==> src/logic/warmup_pkg.sv <==
// Package with register map, field layout and shared types for the warm-up counter
package warmup_pkg;
  localparam logic [11:0] OFS_COMPARE   = 12'h000;
  localparam logic [11:0] OFS_CONTROL   = 12'h004;
  localparam logic [11:0] OFS_OSC       = 12'h008;
  localparam logic [11:0] OFS_STATUS    = 12'h00C;
  localparam logic [7:0]  COMPARE_RST   = 8'h66;
  localparam logic        SEL_RST       = 1'h0;
  localparam logic [1:0]  DIV_RST       = 2'h3;
  localparam int          CNT_W         = 14;
  localparam int          CMP_W         = 8;
  localparam int          CTL_SEL_BIT   = 0;
  localparam int          CTL_DIV_LSB   = 1;
  localparam int          CTL_ABORT_BIT = 3;
  localparam int          OSC_HF_BIT    = 0;
  localparam int          OSC_LF_BIT    = 1;
  localparam logic [1:0]  SYNC_RST      = 2'h0;

  typedef enum logic [2:0] {
    ST_POR   = 3'h0,
    ST_IDLE  = 3'h1,
    ST_SW    = 3'h2,
    ST_STOP  = 3'h3,
    ST_WAKE  = 3'h4
  } wu_state_t;

  typedef struct packed {
    logic [7:0] compare;
    logic       sel;
    logic [1:0] div;
  } wu_cfg_t;

  typedef struct packed {
    logic       hf;
    logic       lf;
  } osc_en_t;
endpackage : warmup_pkg

==> src/logic/warmup_edge_sync.sv <==
// Two-stage synchroniser with rising-edge pulse on the synchronised level
module warmup_edge_sync (
  input  wire logic pclk,     // System clock
  input  wire logic presetn,  // Async reset, active low
  input  wire logic din,      // Asynchronous level
  output logic      level,    // Synchronised level
  output logic      rise      // One-cycle pulse on rising edge
);
  typedef struct packed {
    logic [1:0] sync;
    logic       last;
  } sync_state_t;
  sync_state_t st_ff;
  sync_state_t nxt_st;

  always_comb begin
    nxt_st      = st_ff;
    nxt_st.sync = {st_ff.sync[0], din};
    nxt_st.last = st_ff.sync[1];
  end

  always_ff @(posedge pclk or negedge presetn) begin
    if (!presetn) begin
      st_ff <= '0;
    end else begin
      st_ff <= nxt_st;
    end
  end

  // Only the second stage feeds logic
  assign level = st_ff.sync[1];
  assign rise  = st_ff.sync[1] & ~st_ff.last;
endmodule : warmup_edge_sync

==> src/logic/warmup_divider.sv <==
// Three-stage source divider producing a one-cycle counter enable
module warmup_divider (
  input  wire logic       pclk,     // System clock
  input  wire logic       presetn,  // Async reset, active low
  input  wire logic       clr,      // Synchronous clear of the divider
  input  wire logic       src_tick, // One pulse per source clock edge
  input  wire logic [1:0] div,      // Divide select
  output logic            cnt_en    // Counter increment enable
);
  typedef struct packed {
    logic [2:0] stage;
  } div_state_t;
  div_state_t st_ff;
  div_state_t nxt_st;
  logic [2:0] mask;

  always_comb begin
    mask   = 3'((4'h1 << div) - 4'h1);
    nxt_st = st_ff;
    if (clr) begin
      nxt_st.stage = '0;
    end else if (src_tick) begin
      nxt_st.stage = st_ff.stage + 3'h1;
    end
  end

  always_ff @(posedge pclk or negedge presetn) begin
    if (!presetn) begin
      st_ff <= '0;
    end else begin
      st_ff <= nxt_st;
    end
  end

  // Enable when all lower stages roll over
  assign cnt_en = src_tick & ~clr & ((st_ff.stage & mask) == mask);
endmodule : warmup_divider

==> src/logic/warmup_counter.sv <==
// Oscillator warm-up counter with APB register access
// Functional notes
// - POR release frees counter, core held reset
// - Reset sets source 0, divide 11
// - After POR, count high-frequency clock edges
// - POR match halts count, releases core reset
// - Compare value resets to 0x66
// - STOP wake counts clock running at entry
// - STOP release starts counting divided clock
// - Wake match halts count, resumes execution
// - Divide select gives /1 /2 /4 /8
// - STOP during software warm-up holds count
// - Enable bit start launches oscillator and count
// - Software match raises interrupt, clears counter
// - Abort stops, clears counter, self-clears
// - Abort leaves oscillator enables unchanged
// - Only enable rising edge starts counting
// - Wake completion clears prescaler chain
//
// Decided for this implementation: the APB slave port and the register addresses.
module warmup_counter (
  input  wire logic        pclk,           // System clock, 200 MHz
  input  wire logic        presetn,        // Async reset, active low
  input  wire logic        psel,           // APB select
  input  wire logic        penable,        // APB enable
  input  wire logic        pwrite,         // APB direction
  input  wire logic [11:0] paddr,          // APB byte address
  input  wire logic [31:0] pwdata,         // APB write data
  output logic      [31:0] prdata,         // APB read data
  output logic             pready,         // APB ready
  output logic             pslverr,        // APB error
  input  wire logic        high_freq_clock,// Raw high-frequency oscillator output
  input  wire logic        low_freq_clock, // Raw low-frequency oscillator output
  input  wire logic        stop_req,       // STOP mode entry request, level
  input  wire logic        stop_release,   // STOP release event, level
  input  wire logic        main_clk_lf,    // Main system clock runs from low-freq clock
  output logic             core_resetn,    // CPU and peripheral reset, active low
  output logic             resume,         // Pulse: execution resumes after STOP
  output logic             prescaler_clr,  // Pulse: clear prescaler and divider chain
  output logic             warmup_done_irq,// Pulse: software warm-up done
  output logic             hf_osc_en,      // High-frequency oscillator enable
  output logic             lf_osc_en,      // Low-frequency oscillator enable
  output logic             in_stop         // Device held in STOP
);
  typedef struct packed {
    warmup_pkg::wu_state_t  state;
    warmup_pkg::wu_state_t  held;
    warmup_pkg::wu_cfg_t    cfg;
    warmup_pkg::osc_en_t    osc;
    logic                   wake_lf;
    logic [13:0]            count;
    logic                   core_rstn;
    logic                   resume;
    logic                   pclr;
    logic                   irq;
    logic [31:0]            rdata;
    logic                   ready;
    logic                   err;
    logic                   stopped;
  } wu_top_t;

  wu_top_t st_ff;
  wu_top_t nxt_st;

  logic hf_lvl;
  logic hf_rise;
  logic lf_lvl;
  logic lf_rise;
  logic stop_lvl;
  logic rel_lvl;
  logic rel_rise;
  logic lf_main_lvl;
  logic src_tick;
  logic div_clr;
  logic cnt_en;
  logic [1:0] div_eff;

  warmup_edge_sync u_hf (
    .pclk    (pclk),
    .presetn (presetn),
    .din     (high_freq_clock),
    .level   (hf_lvl),
    .rise    (hf_rise)
  );
  warmup_edge_sync u_lf (
    .pclk    (pclk),
    .presetn (presetn),
    .din     (low_freq_clock),
    .level   (lf_lvl),
    .rise    (lf_rise)
  );
  warmup_edge_sync u_stop (
    .pclk    (pclk),
    .presetn (presetn),
    .din     (stop_req),
    .level   (stop_lvl),
    .rise    ()
  );
  warmup_edge_sync u_rel (
    .pclk    (pclk),
    .presetn (presetn),
    .din     (stop_release),
    .level   (rel_lvl),
    .rise    (rel_rise)
  );
  warmup_edge_sync u_mclk (
    .pclk    (pclk),
    .presetn (presetn),
    .din     (main_clk_lf),
    .level   (lf_main_lvl),
    .rise    ()
  );

  // Upper count bits against compare value
  // A compare value of zero matches on the first count step
  function automatic logic cmp_hit(input logic [13:0] cnt, input logic [7:0] cmp);
    cmp_hit = (cnt[warmup_pkg::CNT_W-1 -: warmup_pkg::CMP_W] == cmp);
  endfunction : cmp_hit

  function automatic logic addr_is(input logic [11:0] a, input logic [11:0] ofs);
    addr_is = (a == ofs);
  endfunction : addr_is

  // wake source choice
  // Wake uses the clock latched at STOP entry, select field ignored
  always_comb begin
    case (st_ff.state)
      warmup_pkg::ST_STOP,
      warmup_pkg::ST_WAKE: begin
        src_tick = st_ff.wake_lf ? lf_rise : hf_rise;
      end
      warmup_pkg::ST_SW: begin
        src_tick = st_ff.cfg.sel ? lf_rise : hf_rise;
      end
      default: begin
        src_tick = hf_rise;
      end
    endcase
  end

  // divide rate
  // Power-on wait always uses the reset divide setting
  assign div_eff = (st_ff.state == warmup_pkg::ST_POR) ? warmup_pkg::DIV_RST : st_ff.cfg.div;

  // Divider is cleared at each start so the first divided period is whole
  warmup_divider u_div (
    .pclk     (pclk),
    .presetn  (presetn),
    .clr      (div_clr),
    .src_tick (src_tick),
    .div      (div_eff),
    .cnt_en   (cnt_en)
  );

  always_comb begin
    logic       wr;
    logic       rd;
    logic       hit;
    logic [1:0] osc_new;
    wr          = 1'b0;
    rd          = 1'b0;
    hit         = 1'b0;
    osc_new     = '0;
    nxt_st      = st_ff;
    nxt_st.resume = 1'b0;
    nxt_st.pclr   = 1'b0;
    nxt_st.irq    = 1'b0;
    nxt_st.ready  = 1'b0;
    nxt_st.err    = 1'b0;
    div_clr       = 1'b0;

    // One wait state: access phase answered the cycle after penable rises
    // Writes land on the first access edge, the same edge that raises pready
    if (psel && penable && !st_ff.ready) begin
      nxt_st.ready = 1'b1;
      wr = pwrite;
      rd = !pwrite;
      nxt_st.err = !(addr_is(paddr, warmup_pkg::OFS_COMPARE) ||
                     addr_is(paddr, warmup_pkg::OFS_CONTROL) ||
                     addr_is(paddr, warmup_pkg::OFS_OSC) ||
                     addr_is(paddr, warmup_pkg::OFS_STATUS));
    end

    if (rd) begin
      nxt_st.rdata = '0;
      if (addr_is(paddr, warmup_pkg::OFS_COMPARE)) begin
        nxt_st.rdata[7:0] = st_ff.cfg.compare;
      end else if (addr_is(paddr, warmup_pkg::OFS_CONTROL)) begin
        nxt_st.rdata[warmup_pkg::CTL_SEL_BIT] = st_ff.cfg.sel;
        nxt_st.rdata[warmup_pkg::CTL_DIV_LSB +: 2] = st_ff.cfg.div;
      end else if (addr_is(paddr, warmup_pkg::OFS_OSC)) begin
        nxt_st.rdata[warmup_pkg::OSC_HF_BIT] = st_ff.osc.hf;
        nxt_st.rdata[warmup_pkg::OSC_LF_BIT] = st_ff.osc.lf;
      end else if (addr_is(paddr, warmup_pkg::OFS_STATUS)) begin
        nxt_st.rdata[13:0]  = st_ff.count;
        nxt_st.rdata[18:16] = st_ff.state;
      end
    end

    if (wr && addr_is(paddr, warmup_pkg::OFS_COMPARE)) begin
      nxt_st.cfg.compare = pwdata[7:0];
    end
    if (wr && addr_is(paddr, warmup_pkg::OFS_CONTROL)) begin
      nxt_st.cfg.sel = pwdata[warmup_pkg::CTL_SEL_BIT];
      nxt_st.cfg.div = pwdata[warmup_pkg::CTL_DIV_LSB +: 2];
    end

    // Counting runs on the divided enable
    if (cnt_en) begin
      nxt_st.count = st_ff.count + 14'h1;
    end

    case (st_ff.state)
      warmup_pkg::ST_POR: begin
        nxt_st.core_rstn = 1'b0;
        if (cnt_en && cmp_hit(nxt_st.count, st_ff.cfg.compare)) begin
          nxt_st.core_rstn = 1'b1;
          nxt_st.count     = '0;
          nxt_st.state     = warmup_pkg::ST_IDLE;
        end
      end
      warmup_pkg::ST_SW: begin
        if (cnt_en && cmp_hit(nxt_st.count, st_ff.cfg.compare)) begin
          nxt_st.irq   = 1'b1;
          nxt_st.count = '0;
          nxt_st.state = warmup_pkg::ST_IDLE;
        end
      end
      warmup_pkg::ST_STOP: begin
        nxt_st.count = st_ff.count;
        div_clr      = 1'b1;
        if (rel_rise) begin
          nxt_st.state = warmup_pkg::ST_WAKE;
        end
      end
      warmup_pkg::ST_WAKE: begin
        // wake match resumes and clears chain
        if (cnt_en && cmp_hit(nxt_st.count, st_ff.cfg.compare)) begin
          nxt_st.resume = 1'b1;
          nxt_st.pclr   = 1'b1;
          nxt_st.count  = '0;
          // Back to a software warm-up, which restarts from zero
          nxt_st.state  = (st_ff.held == warmup_pkg::ST_SW) ? warmup_pkg::ST_SW
                                                             : warmup_pkg::ST_IDLE;
        end
      end
      default: begin
        nxt_st.count = '0;
      end
    endcase

    // STOP entry from a running state latches the main clock source
    // A kept software count shortens the wake wait; software must avoid it
    if (stop_lvl && (st_ff.state == warmup_pkg::ST_IDLE || st_ff.state == warmup_pkg::ST_SW)) begin
      nxt_st.held    = st_ff.state;
      nxt_st.wake_lf = lf_main_lvl;
      nxt_st.state   = warmup_pkg::ST_STOP;
      if (st_ff.state == warmup_pkg::ST_IDLE) begin
        nxt_st.count = '0;
      end else begin
        nxt_st.count = st_ff.count;
      end
    end

    // abort does not touch the enable bits
    if (wr && addr_is(paddr, warmup_pkg::OFS_OSC)) begin
      osc_new[0] = pwdata[warmup_pkg::OSC_HF_BIT];
      osc_new[1] = pwdata[warmup_pkg::OSC_LF_BIT];
      nxt_st.osc.hf = osc_new[0];
      nxt_st.osc.lf = osc_new[1];
      hit = (osc_new[0] & ~st_ff.osc.hf) | (osc_new[1] & ~st_ff.osc.lf);
      // STOP entry in the same cycle wins over a start
      if (hit && st_ff.state == warmup_pkg::ST_IDLE
          && !stop_lvl) begin
        nxt_st.count = '0;
        nxt_st.state = warmup_pkg::ST_SW;
        div_clr      = 1'b1;
      end
    end

    // abort clears count; bit is never stored so reads 0
    // A match pulse raised in the same cycle still goes out
    if (wr && addr_is(paddr, warmup_pkg::OFS_CONTROL) && pwdata[warmup_pkg::CTL_ABORT_BIT]
        && st_ff.state == warmup_pkg::ST_SW) begin
      nxt_st.count = '0;
      nxt_st.state = warmup_pkg::ST_IDLE;
      div_clr      = 1'b1;
    end

    // Output flop for the STOP indication
    nxt_st.stopped = (nxt_st.state == warmup_pkg::ST_STOP);
  end

  always_ff @(posedge pclk or negedge presetn) begin
    if (!presetn) begin
      st_ff.state       <= warmup_pkg::ST_POR;
      st_ff.held        <= warmup_pkg::ST_IDLE;
      st_ff.cfg.compare <= warmup_pkg::COMPARE_RST;
      st_ff.cfg.sel     <= warmup_pkg::SEL_RST;
      st_ff.cfg.div     <= warmup_pkg::DIV_RST;
      // Fast oscillator runs from reset for the power-on wait
      st_ff.osc.hf      <= 1'b1;
      st_ff.osc.lf      <= 1'b0;
      st_ff.wake_lf     <= 1'b0;
      st_ff.count       <= '0;
      st_ff.core_rstn   <= 1'b0;
      st_ff.resume      <= 1'b0;
      st_ff.pclr        <= 1'b0;
      st_ff.irq         <= 1'b0;
      st_ff.rdata       <= '0;
      st_ff.ready       <= 1'b0;
      st_ff.err         <= 1'b0;
      st_ff.stopped     <= 1'b0;
    end else begin
      st_ff <= nxt_st;
    end
  end

  // Every output is a bit of the registered state
  assign prdata          = st_ff.rdata;
  assign pready          = st_ff.ready;
  assign pslverr         = st_ff.err;
  assign core_resetn     = st_ff.core_rstn;
  assign resume          = st_ff.resume;
  assign prescaler_clr   = st_ff.pclr;
  assign warmup_done_irq = st_ff.irq;
  assign hf_osc_en       = st_ff.osc.hf;
  assign lf_osc_en       = st_ff.osc.lf;
  assign in_stop         = st_ff.stopped;
endmodule : warmup_counter

==> config.mk <==
export PLATFORM = sky130hd
export DESIGN_NAME = warmup_counter
export DESIGN_NICKNAME = d
export VERILOG_FILES = /design/src/logic/warmup_pkg.sv /design/src/logic/warmup_edge_sync.sv /design/src/logic/warmup_divider.sv /design/src/logic/warmup_counter.sv
export SDC_FILE = /design/constraint.sdc
export NUM_CORES = 1
export LEC_CHECK = 0
export BUFFER_PORTS_ARGS = -buffer_cell sky130_fd_sc_hd__clkbuf_2
export CORE_MARGIN = 2
export CORE_UTILIZATION = 53
export CTS_CLUSTER_SIZE = 20
export DETAILED_ROUTE_END_ITERATION = 12
export PLACE_DENSITY_LB_ADDON = 0.3
export SETUP_SLACK_MARGIN = 0.05
export SKIP_LAST_GASP = 1
export SLEW_MARGIN = 10
export SYNTH_ARGS = -nofsm -noshare
export SYNTH_HDL_FRONTEND = slang
export SYNTH_SLANG_ARGS = --single-unit
==> constraint.sdc <==
create_clock -name pclk -period 2.9 [get_ports pclk]
set_clock_uncertainty 0.1 [all_clocks]
set_input_delay 0.435 -clock pclk [delete_from_list [all_inputs] [get_ports pclk]]
set_output_delay 0.435 -clock pclk [all_outputs]
set_load 0.05 [all_outputs]
==> results.tsv, run 1 <==
metric	value	unit
WL final	9.77	mm
Synth area leaders	dfrtp_1, buf_4, dfstp_2, nand2_1, mux2_2	
placed cells	583	
CP delay by family, top	compound AO/OA/AOI/OAI gates	
most numerous cell in the Yosys netlist	dfrtp_1	
post-route setup slack	0.148	ns
Worst Setup End Kind	flop	
RSZ-0062 raised after global routing	true	
Gate power share	13.0	%
cell row count	32	
initial antenna violation count	0	
net switching power	0.000632	W
crit-path max FO	14	
1st-iter DRT viols	284	
layout cells sized above 1	28.7	%
most frequent CP cell	a211oi_1	
DIE WIDTH	92.4	µm
max FFs per register	32	
element type at the critical path start	flop	
Avg Cell Area, Syn	9.44	µm²
Antenna diodes	0	
Post-synth EDFFs	0	
htree depth	3	
Crit path required time	3.04	ns
chip height	92.4	µm
fin nets	549	
TritonCTS buffer count	9	
CTS clk-pin slew, worst paths	0.09	ns
CP Data Arrival Time	2.89	ns
Area Overhead vs Synth	14.1	%
crit path max-delay cell type	nor4_2	
crit-path cells	nand4_2, nor4_2, a211oi_1, a211oi_1, o21ai_2, o21ai_1, buf_4, o21bai_1, a32o_1	
CTS tree	done	
maximum vdd drop	374	µV
outcome	complete, no violations	
Post-synth top cells	dfrtp_1, nand2_1, buf_4, nor2_1, o21ai_0	
Root Driver	clkbuf_8	
Syn Std Cell Area	4150	µm²
antenna viol nets, final	0	
via density per instance	5.77	
dpl hpwl	7.15	mm
Slew headroom	50.1	%
P_int	0.00156	W
ys flop type	dfrtp_1	
Synth area leader	dfrtp_1	
ys async rst share	100	%
first-pass iteration count of the detailed router	5	
final core occ	61.8	%
Distinct cells, synth	62	
Final GP Congestion	0.864	
GR Util All Layers	24.1	%
first-pass GRT wire length	16.1	mm
total number of vias	3463	
largest net degree at the start of global routing	42	
post-route clock period utilization	94.9	%
switch share	28.9	%
Pins Over Slew Limit	0	
clock network power share	37.1	%
Flop pwr share	49.9	%
worst hold path type	in2async	
Ys Warns	0	
pre-CTS setup slack	0.109	ns
CP max stage delay	0.39	ns
Cells after Synth	439	
largest register by flop count	st_ff	
post-layout min period	2.75	ns
FF+latch count, synth	73	
routed length per instance	16.3	µm
FMAX	363	MHz
core footprint	7650	µm²
Port Buffer Count	55	
final hold viol count	0	
Worst-Margin Slew	0.748	ns
Static Leak	2.15	nW
Pwr Density	462	nW/µm²
top cell type's share of synthesized area	39.2	%
DRC	0	
Sink Count	73	
vias in the first global route	3261	
die area	8540	µm²
Initial Utilization	54.2	%
grt total ovfl	0	
clk_lat worst skew	0.36	ns
Setup CP Type	reg2reg	
CTS max path bufs	2	
max-cap viol count	0	
worst path bufs/invs	1	
register area share after synthesis	44.3	%
I/O pin count	95	
post-layout instance count excluding filler cells	600	
Setup-failing EPs final	0	
==> stage by stage <==
step | total power (W) | hold WS (ns) | cell area, µm² | TNS [ns]
floorplan | 0.00132 | 0.0394 | 4200 | 0
global placement | 0.00138 | 0.232 | 4490 | 0
detailed placement | 0.00139 | 0.238 | 4490 | 0
CTS | 0.00219 | 0.0513 | 4690 | 0
global route | 0.00230 | 0.0583 | 4730 | -0.0324
finish | 0.00219 | 0.0253 | 4730 | 0
==> cell type report <==
| type | instances | area (µm²) |
|---|---|---|
| Tap cell | 102 | 128 |
| Clock inverter | 7 | 76.3 |
| Inverter | 10 | 37.5 |
| Fill cell | 644 | 2920 |
| Clock buffer | 9 | 124 |
| Sequential cell | 73 | 1840 |
| Timing Repair Buffer | 87 | 532 |
| Multi-Input combinational cell | 312 | 1990 |
==> worst reg2reg max path: stages (launching register included) <==
cell      delay (ns)
dfrtp_1         0.38
nand4_2         0.29
nor4_2          0.39
a211oi_1        0.12
a211oi_1        0.33
o21ai_2         0.17
o21ai_1         0.25
buf_4           0.25
o21bai_1        0.09
a32o_1          0.26
==> metal layers <==
| metal | share of wire [%] | vias up | GRT usage (%) |
|---|---|---|---|
| met1 | 42 | 1625 | 32.7 |
| met5 | 0 | - | 0 |
| li1 | - | 1638 | - |
| met4 | 1.6 | 0 | 9.45 |
| met2 | 48 | 180 | 37.7 |
| met3 | 8.2 | 20 | 5.45 |
==> power by group through the flow <==
stage | Combinational [W] | Clock (W) | Sequential, W
finish | 0.000284 | 0.000812 | 0.00109
global route | 0.000316 | 0.000884 | 0.00110
CTS | 0.000279 | 0.000825 | 0.00109
detailed placement | 0.000279 | 0 | 0.00111
global placement | 0.000271 | 0 | 0.00111
floorplan | 0.000211 | 0 | 0.00111
==> kinds of logic after synthesis <==
group	count (synthesis)	synth area share, %
AOI/OAI and AO/OA	96	16.4
DFF	73	44.3
xor gates and xnor gates	10	2.11
other	1	0.0905
buffers and inverters	68	9.42
adders and majority gates	2	0.604
and+or+nand+nor	171	21.6
muxes	18	5.52
==> cell usage in the layout, fill, tap and decap left out, drive strengths merged, types with 6 or more instances in the layout <==
cell | Yosys | final
a21oi | 10 | 10
a31oi | 13 | 13
a32oi | 6 | 6
and3 | 10 | 10
buf | 43 | 33
clkbuf | 15 | 63
conb | 1 | 15
dfrtp | 65 | 65
dfstp | 8 | 8
inv | 10 | 12
mux2 | 13 | 13
nand2 | 46 | 46
nand2b | 12 | 12
nand3 | 20 | 20
nand4 | 7 | 7
nor2 | 27 | 27
nor2b | 12 | 12
nor3 | 7 | 7
nor4 | 8 | 8
o21ai | 26 | 26
o31ai | 7 | 7
==> timing repair <==
| action | CTS | global route |
|---|---|---|
| setup buffers | 0 | 1 |
| hold buffers | 0 | 0 |
| endpoints found under the setup margin | 0 | 14 |
| resized for setup | 0 | 7 |
==> final timing paths <==
kind | from | endpoint | slack [ns] | cells past startpoint
setup / recovery | st_ff[42] | st_ff[52] | 0.15 | 9
hold / removal | presetn | pready | 0.03 | 1
setup reg to reg | st_ff[42] | st_ff[52] | 0.15 | 9
hold reg to reg | u_hf.nxt_st[2] | u_hf.level | 0.26 | 0
max in group asynchronous | presetn | st_ff[67] | 1.93 | 2
min in group pclk | high_freq_clock | u_hf.nxt_st[2] | 0.08 | 1
No activity file was read; power rests on OpenSTA's default activity.
==> inputs of run 2 (changes only) <==
Settings changed: SYNTH_HIERARCHICAL set to 1.
==> run 2 against run 1 <==
  * The run now ends with negative setup slack left
  * Highest routed layer unchanged
  * Non-clock buffer count is 37 higher
  * Global-route usage is 0.75 points higher
  * Largest power group unchanged
  * Register-to-register slack worse by 0.65 ns
  * Count of clock-buffer cells in the layout stayed put
  * First-iteration DRC count is 1.8% lower
  * Sequential share of layout area is 3.0 points lower
  * Worst hold slack better by 0.0047 ns
  * Total power is 14% higher
  * Synthesized cell count is 3.9% lower
==> results.tsv, run 2 <==
metric	value	unit
RSZ-0062 raised after global routing	true	
post-route clock period utilization	117	%
Avg Cell Area, Syn	9.73	µm²
initial antenna violation count	0	
Static Leak	2.37	nW
Crit path required time	3.04	ns
CTS tree	done	
total number of vias	3539	
Setup-failing EPs final	21	
Syn Std Cell Area	4110	µm²
fin nets	571	
Port Buffer Count	55	
FMAX	294	MHz
outcome	finished with violations	
Min Hold Slack	0.0300	ns
failing checks	negative setup slack	
maximum vdd drop	349	µV
1st-iter DRT viols	279	
post-route setup slack	-0.497	ns
FF-to-FF Start	st_ff[71]	
Pwr Density	485	nW/µm²
Worst Setup End Kind	flop	
largest register by flop count	st_ff	
crit path from	st_ff[71]	
Pins Over Slew Limit	0	
htree depth	3	
antenna viol nets, final	0	
Final GP Congestion	0.937	
Sink Count	73	
post-layout min period	3.40	ns
element type at the critical path start	flop	
Cells after Synth	422	
clk_lat worst skew	0.36	ns
stages on the worst setup path	15	
setup TNS	-8.28	ns
cell row count	32	
core footprint	7610	µm²
commonest non-fill, non-tap cell in the layout	buf_4	
largest net degree at the start of global routing	44	
Root Driver	clkbuf_8	
max FFs per register	32	
commonest cells after routing, fill and taps aside	buf_4, dfrtp_1, clkbuf_2, nand2_1, nor2_1	
worst path bufs/invs	1	
TritonCTS buffer count	9	
chip height	92.0	µm
first-pass GRT wire length	16.5	mm
Slew headroom	42.5	%
crit-path cells	nor3b_4, nand2_2, nor4_4, nor2_2, nand2_1, nand2b_4, a221oi_4, nand4_1, or4_4, xnor2_2, o211ai_2, o21ai_2, buf_6, a41oi_1, o31a_1	
cts hold-fix bufs	0	
fillers	585	
GR Util All Layers	24.8	%
final hold viol count	0	
I/O pin count	95	
Worst-Margin Slew	0.860	ns
DRC	0	
Ys Warns	6	
via density per instance	5.69	
Antenna diodes	0	
worst hold path type	in2async	
vias in the first global route	3334	
CP Data Arrival Time	3.54	ns
Multi-input gate area	2110	µm²
max-cap viol count	0	
grt total ovfl	0	
CP delay by family, top	simple AND/OR/NAND/NOR gates	
WL final	10.1	mm
crit-path max FO	7	
die area	8470	µm²
Area Overhead vs Synth	24.9	%
first-pass iteration count of the detailed router	5	
routed length per instance	16.2	µm
Initial Utilization	54.0	%
DIE WIDTH	92.0	µm
Reg2Reg Depth	15	
CP max stage delay	0.48	ns
crit path max-delay cell type	dfrtp_2	
register area	1840	µm²
Setup CP Type	reg2reg	
CTS max path bufs	2	
layout cells sized above 1	41.5	%
dpl hpwl	7.36	mm
CTS clk-pin slew, worst paths	0.08	ns
## run 2: where the power goes
part	internal (W)	leakage (nW)	switching (W)
sequential	0.00109	0.925	0.0000468
clock	0.000406	0.101	0.000422
combinational	0.000197	1.35	0.000319
total	0.00170	2.37	0.000787
## run 2: per-stage QoR
| step | instances | setup slack (ns) | instance area, µm² | total power [W] | utilization [%] |
|---|---|---|---|---|---|
| after global placement | 597 | -0.735 | 4740 | 0.00163 | 62.3 |
| after global routing | 622 | -0.631 | 5130 | 0.00260 | 67.4 |
| after detailed placement | 597 | -0.867 | 4740 | 0.00164 | 62.3 |
| final | 622 | -0.497 | 5130 | 0.00249 | 67.4 |
| after CTS | 619 | -0.453 | 5050 | 0.00248 | 66.4 |
| after floorplan | 436 | -0.664 | 4230 | 0.00148 | - |
## run 2: timing repair
action,in CTS,in global routing
setup buffers,5,3
gates resized for setup,16,14
gates cloned,1,0
setup endpoints to repair,21,21
pin swaps,7,9
## run 2: worst paths after layout
check                                  end  slack [ns]
setup reg to reg                 st_ff[44]       -0.50
min in group pclk          u_rel/nxt_st[2]        0.07
hold / removal                   prdata[5]        0.03
hold reg to reg               u_mclk/level        0.25
setup / recovery                 st_ff[44]       -0.50
max in group asynchronous        st_ff[60]        1.93
## run 2: final cells by class
cell class,count,share of cell area [%]
inverters,9,0.659
flip-flops and latches,73,35.9
multi-input cells,298,41.2
clock inverters,7,1.51
clock buffers,9,2.42
repair buffers,124,15.9
well taps,102,2.49
## run 2: metal layers
layer,wire length (µm),track usage [%],vias up
met5,0,0,-
met4,201,8.08,0
met3,563,5.09,22
met2,4950,41.1,129
met1,4370,32.8,1748
li1,-,-,1640
## run 2: worst register-to-register path, cell delays in order (launching register included)
cell	delay, ns
dfrtp_2	0.48
nor3b_4	0.19
nand2_2	0.09
nor4_4	0.05
nor2_2	0.16
nand2_1	0.09
nand2b_4	0.15
a221oi_4	0.28
nand4_1	0.21
or4_4	0.48
xnor2_2	0.15
o211ai_2	0.16
o21ai_2	0.24
buf_6	0.15
a41oi_1	0.04
o31a_1	0.26
